### config.mk
export PLATFORM = sky130hd
export DESIGN_NAME = usrw_wake_ctrl
export DESIGN_NICKNAME = d
export VERILOG_FILES = /design/src/usrw_pkg.sv /design/src/usrw_change_det.sv /design/src/usrw_wake_ctrl.sv
export SDC_FILE = /design/constraint.sdc
export NUM_CORES = 1
export LEC_CHECK = 0
export ABC_AREA = 1
export BUFFER_PORTS_ARGS = -buffer_cell sky130_fd_sc_hd__buf_2
export CORE_MARGIN = 2
export CORE_UTILIZATION = 45
export DETAILED_ROUTE_END_ITERATION = 6
export GPL_TIMING_DRIVEN = 0
export PLACE_DENSITY = 0.66
export REMOVE_ABC_BUFFERS = 1
export SYNTH_ARGS = -nofsm -noshare
export SYNTH_HDL_FRONTEND = slang
export SYNTH_SLANG_ARGS = --single-unit
### constraint.sdc
create_clock -name clock -period 1.8 [get_ports clock]
set_input_delay 0.09 -clock clock [delete_from_list [all_inputs] [get_ports clock]]
set_output_delay 0.09 -clock clock [all_outputs]
set_load 0.005 [all_outputs]
### src/usrw_pkg.sv
/*
 * usrw_pkg: shared constants and types of the suspend wake-event logic.
 * Assumes a single 20 MHz core clock and firmware register images on plain ports.
 */
package usrw_pkg;

    // clock and resume timing
    localparam int CLK_HZ             = 20_000_000;
    localparam int RESUME_TIMEOUT_MS  = 10;
    // at least one cycle; rounds down
    localparam int RESUME_TIMEOUT_CYC = (RESUME_TIMEOUT_MS * (CLK_HZ / 1000) < 1) ? 1 :
                                        RESUME_TIMEOUT_MS * (CLK_HZ / 1000);

    // usb_control_reg fields
    localparam int CTL_LOW_POWER_BIT  = 6;
    localparam int CTL_REMOTE_WK_BIT  = 5;
    // usb_irq_mask_reg fields
    localparam int MSK_WAKE_IRQ_BIT   = 2;
    // mcu_config_reg fields
    localparam int CFG_PORT34_BIT     = 2;
    localparam int CFG_PORT35_BIT     = 3;
    localparam int CFG_CARD1_BIT      = 4;
    localparam int CFG_CARD2_BIT      = 5;

    localparam int NUM_SOURCES        = 5;

    // reset values
    localparam logic [4:0] SRC_RESET  = 5'h00;
    localparam logic       IRQ_RESET  = 1'b0;

    // wake_source_reg layout, one bit per change source
    typedef struct packed {
        logic card2;    // port 3.3
        logic card1;    // port 3.2
        logic port35;
        logic port34;
        logic vbus;
    } usrw_src_t;

    typedef enum {
        USRW_RUN,
        USRW_STOP,
        USRW_WAKE,
        USRW_ARMED,
        USRW_DONE
    } usrw_state_t;

endpackage

### src/usrw_change_det.sv
/*
 * usrw_change_det: three-stage pin synchroniser with change detection.
 * Assumes an asynchronous pin; emits a one-cycle pulse per settled level change.
 */
`timescale 1ns/1ns
module usrw_change_det
(
    input  wire logic clock,
    input  wire logic rst,
    input  wire logic pin,
    output logic      change_pulse
);
    logic [2:0] sync;
    logic       stable;
    logic       primed;
    logic [2:0] next_sync;
    logic       next_stable;
    logic       next_primed;
    logic       next_change_pulse;
    logic [1:0] fill;
    logic [1:0] next_fill;

    always_comb
    begin
        next_sync         = {sync[1:0], pin};
        next_fill         = (fill == 2'h3) ? fill : fill + 2'h1;
        next_stable       = stable;
        next_primed       = primed;
        next_change_pulse = 1'b0;
        // only stages two and three are compared; stage one feeds stage two alone
        // stages reset to zero: no compare until the pin has filled all three,
        // else a pin high at reset would look like a change
        if (fill == 2'h3 && sync[1] == sync[2])
        begin
            next_stable = sync[2];
            next_primed = 1'b1;
            // first settled level after reset is taken as the baseline, not a change
            next_change_pulse = primed && (sync[2] != stable);
        end
    end

    always_ff @(posedge clock)
    begin
        if (rst)
        begin
            sync         <= 3'h0;
            fill         <= 2'h0;
            stable       <= 1'b0;
            primed       <= 1'b0;
            change_pulse <= 1'b0;
        end
        else
        begin
            sync         <= next_sync;
            fill         <= next_fill;
            stable       <= next_stable;
            primed       <= next_primed;
            change_pulse <= next_change_pulse;
        end
    end
endmodule

### src/usrw_wake_ctrl.sv
/*
 * usrw_wake_ctrl: suspend-time wake events, wake interrupt, clock restart and
 * upstream resume request. Assumes suspend entry and host resume come from the
 * link logic on the same clock, and that this logic sits on the always-on clock
 * while core_clock_enable gates the rest of the core.
 */
`timescale 1ns/1ns
// Summary of operation
// - suspended, remote wake armed, enabled pin change: restart clock, irq, resume
// - resume starts on irq clear or 10 ms after irq, whichever first
// - vbus change detection always on; only four gpio sources have enables
// - no remote wake, no low power: clock runs, events raise irq at once
// - low power set: clock stops in suspend; without remote wake armed, events latched without irq
// - stopped clock waits for host resume; latched event then raises irq
// - low power enable is control register bit 6, decides clock stop
// - irq enable is mask bit 2; gates irq and, with remote wake, restart
// - remote wake enable is control bit 5; decides resume and clock restart
// - config bits 2..5 enable change detect on ports 3.4, 3.5, 3.2, 3.3
// - source pulses ored set status only when enabled and not already set
// - writing one clears status; source bits held until cleared one by one
module usrw_wake_ctrl
#(
    parameter int RESUME_CYCLES = usrw_pkg::RESUME_TIMEOUT_CYC
)
(
    input  wire logic            clock,
    input  wire logic            rst,
    input  wire logic [7:0]      usb_control_reg,
    input  wire logic [7:0]      usb_irq_mask_reg,
    input  wire logic [7:0]      mcu_config_reg,
    input  wire logic            vbus_pin,
    input  wire logic            port34_pin,
    input  wire logic            port35_pin,
    input  wire logic            port32_pin,
    input  wire logic            port33_pin,
    input  wire logic            suspended,
    input  wire logic            host_resume,
    input  wire logic            wake_status_clear,
    input  wire logic [4:0]      wake_source_clear,
    output logic                 wake_event_irq,
    output usrw_pkg::usrw_src_t  wake_source,
    output logic                 core_clock_enable,
    output logic                 resume_start
);
    localparam int CW = $clog2(RESUME_CYCLES + 1);

    logic                  low_power_enable;
    logic                  remote_wakeup_enable;
    logic                  wake_irq_enable;
    logic [4:0]            src_enable;
    logic [4:0]            pin_vec;
    logic [4:0]            raw_pulse;
    logic [4:0]            det;
    logic                  any_det;
    logic                  wake_arm;
    logic                  set_status;

    usrw_pkg::usrw_state_t state;
    usrw_pkg::usrw_state_t next_state;
    logic [CW-1:0]         cnt;
    logic [CW-1:0]         next_cnt;
    logic                  pending;
    logic                  next_pending;
    logic                  next_irq;
    logic [4:0]            next_src;
    logic                  next_resume;

    assign low_power_enable     = usb_control_reg[usrw_pkg::CTL_LOW_POWER_BIT];
    assign remote_wakeup_enable = usb_control_reg[usrw_pkg::CTL_REMOTE_WK_BIT];
    assign wake_irq_enable      = usb_irq_mask_reg[usrw_pkg::MSK_WAKE_IRQ_BIT];

    // vbus enable tied high: its detection cannot be turned off
    assign src_enable = {mcu_config_reg[usrw_pkg::CFG_CARD2_BIT],
                         mcu_config_reg[usrw_pkg::CFG_CARD1_BIT],
                         mcu_config_reg[usrw_pkg::CFG_PORT35_BIT],
                         mcu_config_reg[usrw_pkg::CFG_PORT34_BIT],
                         1'b1};
    assign pin_vec = {port33_pin, port32_pin, port35_pin, port34_pin, vbus_pin};

    genvar gi;
    generate
        for (gi = 0; gi < usrw_pkg::NUM_SOURCES; gi = gi + 1)
        begin : g_src
            usrw_change_det u_det
            (
                .clock        (clock),
                .rst          (rst),
                .pin          (pin_vec[gi]),
                .change_pulse (raw_pulse[gi])
            );
            assign det[gi] = raw_pulse[gi] & src_enable[gi];
        end
    endgenerate

    assign any_det  = |det;
    assign wake_arm = remote_wakeup_enable & wake_irq_enable;
    // clock available, enabled, not yet set; latched suspend events count too
    assign set_status = (state != usrw_pkg::USRW_STOP) && wake_irq_enable &&
                        !wake_event_irq && (any_det || pending);

    always_comb
    begin
        next_state  = state;
        next_cnt    = cnt;
        next_resume = 1'b0;
        case (state)
            usrw_pkg::USRW_RUN:
            begin
                if (suspended && remote_wakeup_enable && set_status)
                begin
                    next_state = usrw_pkg::USRW_ARMED;
                    next_cnt   = '0;
                end
                else if (suspended && low_power_enable)
                    next_state = usrw_pkg::USRW_STOP;
            end
            usrw_pkg::USRW_STOP:
            begin
                if (!suspended || host_resume)
                    next_state = usrw_pkg::USRW_RUN;
                else if (wake_arm && any_det)
                    next_state = usrw_pkg::USRW_WAKE;
            end
            usrw_pkg::USRW_WAKE:
            begin
                if (!suspended)
                    next_state = usrw_pkg::USRW_RUN;
                else if (set_status)
                begin
                    next_state = usrw_pkg::USRW_ARMED;
                    next_cnt   = '0;
                end
            end
            usrw_pkg::USRW_ARMED:
            begin
                if (!suspended)
                    next_state = usrw_pkg::USRW_RUN;
                else if (wake_status_clear ||
                         cnt == CW'(RESUME_CYCLES - 1))
                begin
                    next_state  = usrw_pkg::USRW_DONE;
                    next_resume = 1'b1;
                end
                else
                    next_cnt = cnt + CW'(1);
            end
            usrw_pkg::USRW_DONE:
            begin
                // clock stays up until the host ends suspend
                if (!suspended)
                    next_state = usrw_pkg::USRW_RUN;
            end
            default:
                next_state = usrw_pkg::USRW_RUN;
        endcase
    end

    always_comb
    begin
        // while the clock is off, events are held here instead of raising the irq
        if ((state == usrw_pkg::USRW_STOP) && any_det)
            next_pending = 1'b1;
        else if (set_status)
            next_pending = 1'b0;
        else
            next_pending = pending;

        // status is never set while already set; if a set and a clear coincide, the set wins
        if (set_status)
            next_irq = 1'b1;
        else if (wake_status_clear)
            next_irq = 1'b0;
        else
            next_irq = wake_event_irq;

        // a new event beats a write-one clear of the same bit
        next_src = (wake_source & ~wake_source_clear) | det;
    end

    always_ff @(posedge clock)
    begin
        if (rst)
        begin
            state             <= usrw_pkg::USRW_RUN;
            cnt               <= '0;
            pending           <= 1'b0;
            wake_event_irq    <= usrw_pkg::IRQ_RESET;
            wake_source       <= usrw_pkg::SRC_RESET;
            core_clock_enable <= 1'b1;
            resume_start      <= 1'b0;
        end
        else
        begin
            state             <= next_state;
            cnt               <= next_cnt;
            pending           <= next_pending;
            wake_event_irq    <= next_irq;
            wake_source       <= next_src;
            core_clock_enable <= (next_state != usrw_pkg::USRW_STOP);
            resume_start      <= next_resume;
        end
    end
endmodule

==> impl_metrics.json <==
{
  "status": "complete, but fails checks",
  "violations": "setup timing",
  "h-tree-depth": 3,
  "synth_top_area_share_pct": 47.04,
  "drive_above_1_share_pct": 16.43,
  "dr_wl_met2_um": 4321,
  "clock-sinks": 99,
  "cp_data_required_time_ns": 2.01,
  "die_y_um": 100.8,
  "grt.overflow.total": 0,
  "critPathMaxStageDelay_ns": 0.33,
  "min_period_ns": 1.805,
  "routed.top_layer": "met4",
  "route.detailed.drc": 0,
  "hold_viol": 0,
  "rsz0062_at_grt": "yes",
  "met1_length_um": 3757,
  "routedWlPerCell_um": 11.36,
  "cts_buffer_depth": 2,
  "wl_met3_um": 334,
  "critPathKind": "flip-flop to flip-flop",
  "grt_util_all_layers_pct": 17.84,
  "worstPathBufferInverterCount": 1,
  "netlist_instances": 559,
  "drtAntennaViolNets": 0,
  "start_util_pct": 46.03,
  "synthFlopType": "dfxtp_1",
  "worst_setup_path_start_kind": "flip-flop",
  "root_buffer": "clkbuf_8",
  "avgViaCountPerCell": 4.784,
  "finClkSkew_ns": 0.01249,
  "drt_iter0_markers": 186,
  "grt_max_degree": 52,
  "synth_common_cells": "dfxtp_1 (99), nand2_1 (99), nor2_1 (94)",
  "cp.arrival_ns": 2.02,
  "max_freq_ghz": 0.5540,
  "largest_reg_flops": 32,
  "fin_nets": 679,
  "cts_tree": "built",
  "post-route-worst-setup-slack_ns": -0.005040,
  "firstDrtPassIters": 4,
  "syn_area_per_cell_um2": 7.536,
  "utilization_pct": 55.30,
  "cap_violations": 0,
  "crit_path_start": "state[4]",
  "antenna_found_initial": 0,
  "synth-async-reset-ratio_pct": 0,
  "timing.critical_path.cells": "nor2_2 > nand3_2 > nor2_4 > nand2_2 > a21oi_4 > nand2_4 > inv_6 > nand4_4 > nand2_1 > a21oi_1",
  "fill_cells": 861,
  "synth_seq_area_share_pct": 47.04,
  "yosys_register_bits": 99,
  "dp_slack_ns": -0.1975,
  "reg_top3": "state x32, cnt x18, g_src.u_det.sync x15",
  "relSlewSlack_pct": 60.90,
  "area_growth_pct": 20.14,
  "r2r_start": "state[4]",
  "ys_top_cells_by_area": "dfxtp_1 (47%), nand2_1 (8.8%), nor2_1 (8.4%), inv_1 (6.9%), a21oi_1 (4.8%)",
  "fin_crit_sh_pct": 100.3,
  "place_congestion": 0.8521,
  "io_pins": 47,
  "vias": 3588,
  "netlist_area_um2": 4213,
  "synth_edf_count": 0,
  "crit_path_end_kind": "flip-flop",
  "critPathSlowestCell": "dfxtp_1",
  "worstHoldStart": "wake_status_clear",
  "power_leakage_nw": 2.119,
  "worstMarginPinSlew_ns": 0.5865,
  "numCtsBuffers": 9,
  "clk_latency_ns": 0.36,
  "die_width_um": 100.8,
  "rows": 35,
  "diodes": 0,
  "wl_um": 8519,
  "path_delay_family": "simple AND/OR/NAND/NOR gates",
  "synth_cell_types": 38,
  "grt_pass1_vias": 3433,
  "fp.coreArea_um2": 9153,
  "setup_violations": 2,
  "multiInputGateArea_um2": 2103,
  "holdCritPathClass": "input port to flip-flop",
  "io_buffers": 29,
  "die_area_um2": 10150,
  "vdd_ir_drop_max_uv": 458.9,
  "critPathMaxFanout": 8,
  "top_register": "state",
  "post-dp-hpwl_um": 5490,
  "power.density_nw_per_um2": 783.4,
  "seq_area_um2": 1989,
  "synth_area_leader_cell": "dfxtp_1",
  "synth_warnings": 0,
  "drv_slew": 0,
  "grt_pass1_wl_um": 14690,
  "finalSetupTns_ns": -0.006514,
  "clk_pin_slew_ns": 0.10
}
per-stage QoR:
| step | cell area, µm² | cells | power, W | hold WS (ns) |
|---|---|---|---|---|
| after floorplan | 4248 | 574 | 0.002538 | 0.1524 |
| after global placement | 4532 | 714 | 0.002604 | 0.2906 |
| after detailed placement | 4532 | 714 | 0.002629 | 0.2967 |
| after CTS | 4897 | 745 | 0.004005 | 0.01343 |
| after global routing | 5061 | 750 | 0.004171 | 0.04637 |
| final | 5061 | 750 | 0.003965 | 0.04071 |
final cells by class:
cell class / instances / share of cell area (%)
Clock buffer: 9 / 2.447
Clock inverter: 7 / 1.384
Inverter: 82 / 6.279
Multi-Input combinational cell: 395 / 41.56
Sequential cell: 99 / 39.31
Tap cell: 111 / 2.744
Timing Repair Buffer: 47 / 6.279
repair_timing:
| action | in CTS | in global routing |
|---|---|---|
| pin swaps | 0 | 16 |
| hold buffers | 14 | 0 |
| gates resized for setup | 5 | 38 |
| setup buffers | 0 | 4 |
| cloned | 1 | 1 |
| hold endpoints to repair | 10 | 0 |
| endpoints found under the setup margin | 19 | 21 |
power by group:
group          switching (W)  leakage (nW)  internal (W)  total (W)
sequential         0.0000488         0.816       0.00230    0.00235
clock               0.000822         0.100      0.000542    0.00136
combinational       0.000154          1.20      0.000103   0.000256
worst register-to-register path: stages, from the launching register on:
cell and delay [ns]:
dfxtp_1 0.33, nor2_2 0.13, nand3_2 0.11, nor2_4 0.15, nand2_2 0.09, a21oi_4 0.21, nand2_4 0.13, inv_6 0.10
nand4_4 0.21, nand2_1 0.13, a21oi_1 0.07
layout by cell type, fill, tap and decap left out, types with 12 or more instances in the layout:
cell and n:
a21oi_1 38, buf_2 28, conb_1 29, dfxtp_1 95, dlygate4sd3_1 14, inv_1 76
nand2_1 89, nand2_2 12, nand3_1 37, nor2_1 88, o21ai_0 17, xor2_1 12
kinds of logic (layout without fill, tap and decap cells):
kind of cell	Yosys count	count (layout)	share of synthesized area, %
AND/OR/NAND/NOR	271	273	29.05
flip-flops	99	99	47.04
buffers and inverters	95	145	8.969
AO/OA/AOI/OAI	70	70	9.534
XOR/XNOR	17	17	3.534
adder cells (fa/ha/maj)	6	6	1.782
other	1	29	0.08901
routing by layer:
metal | vias up | track usage, %
met1 | 1631 | 21.07
met4 | 0 | 6.428
met3 | 10 | 3.121
met5 | - | 0
met2 | 51 | 32.26
li1 | 1896 | -
final timing paths:
| check | end | slack [ns] | cells past startpoint |
|---|---|---|---|
| worst min register to register | g_src[2].u_det.sync[1] | 0.42 | 2 |
| worst min-delay path | wake_event_irq | 0.04 | 4 |
| worst max register to register | cnt[4] | -0.005 | 10 |
| worst max-delay path | cnt[4] | -0.005 | 10 |
No activity file was read; power rests on OpenSTA's default activity.
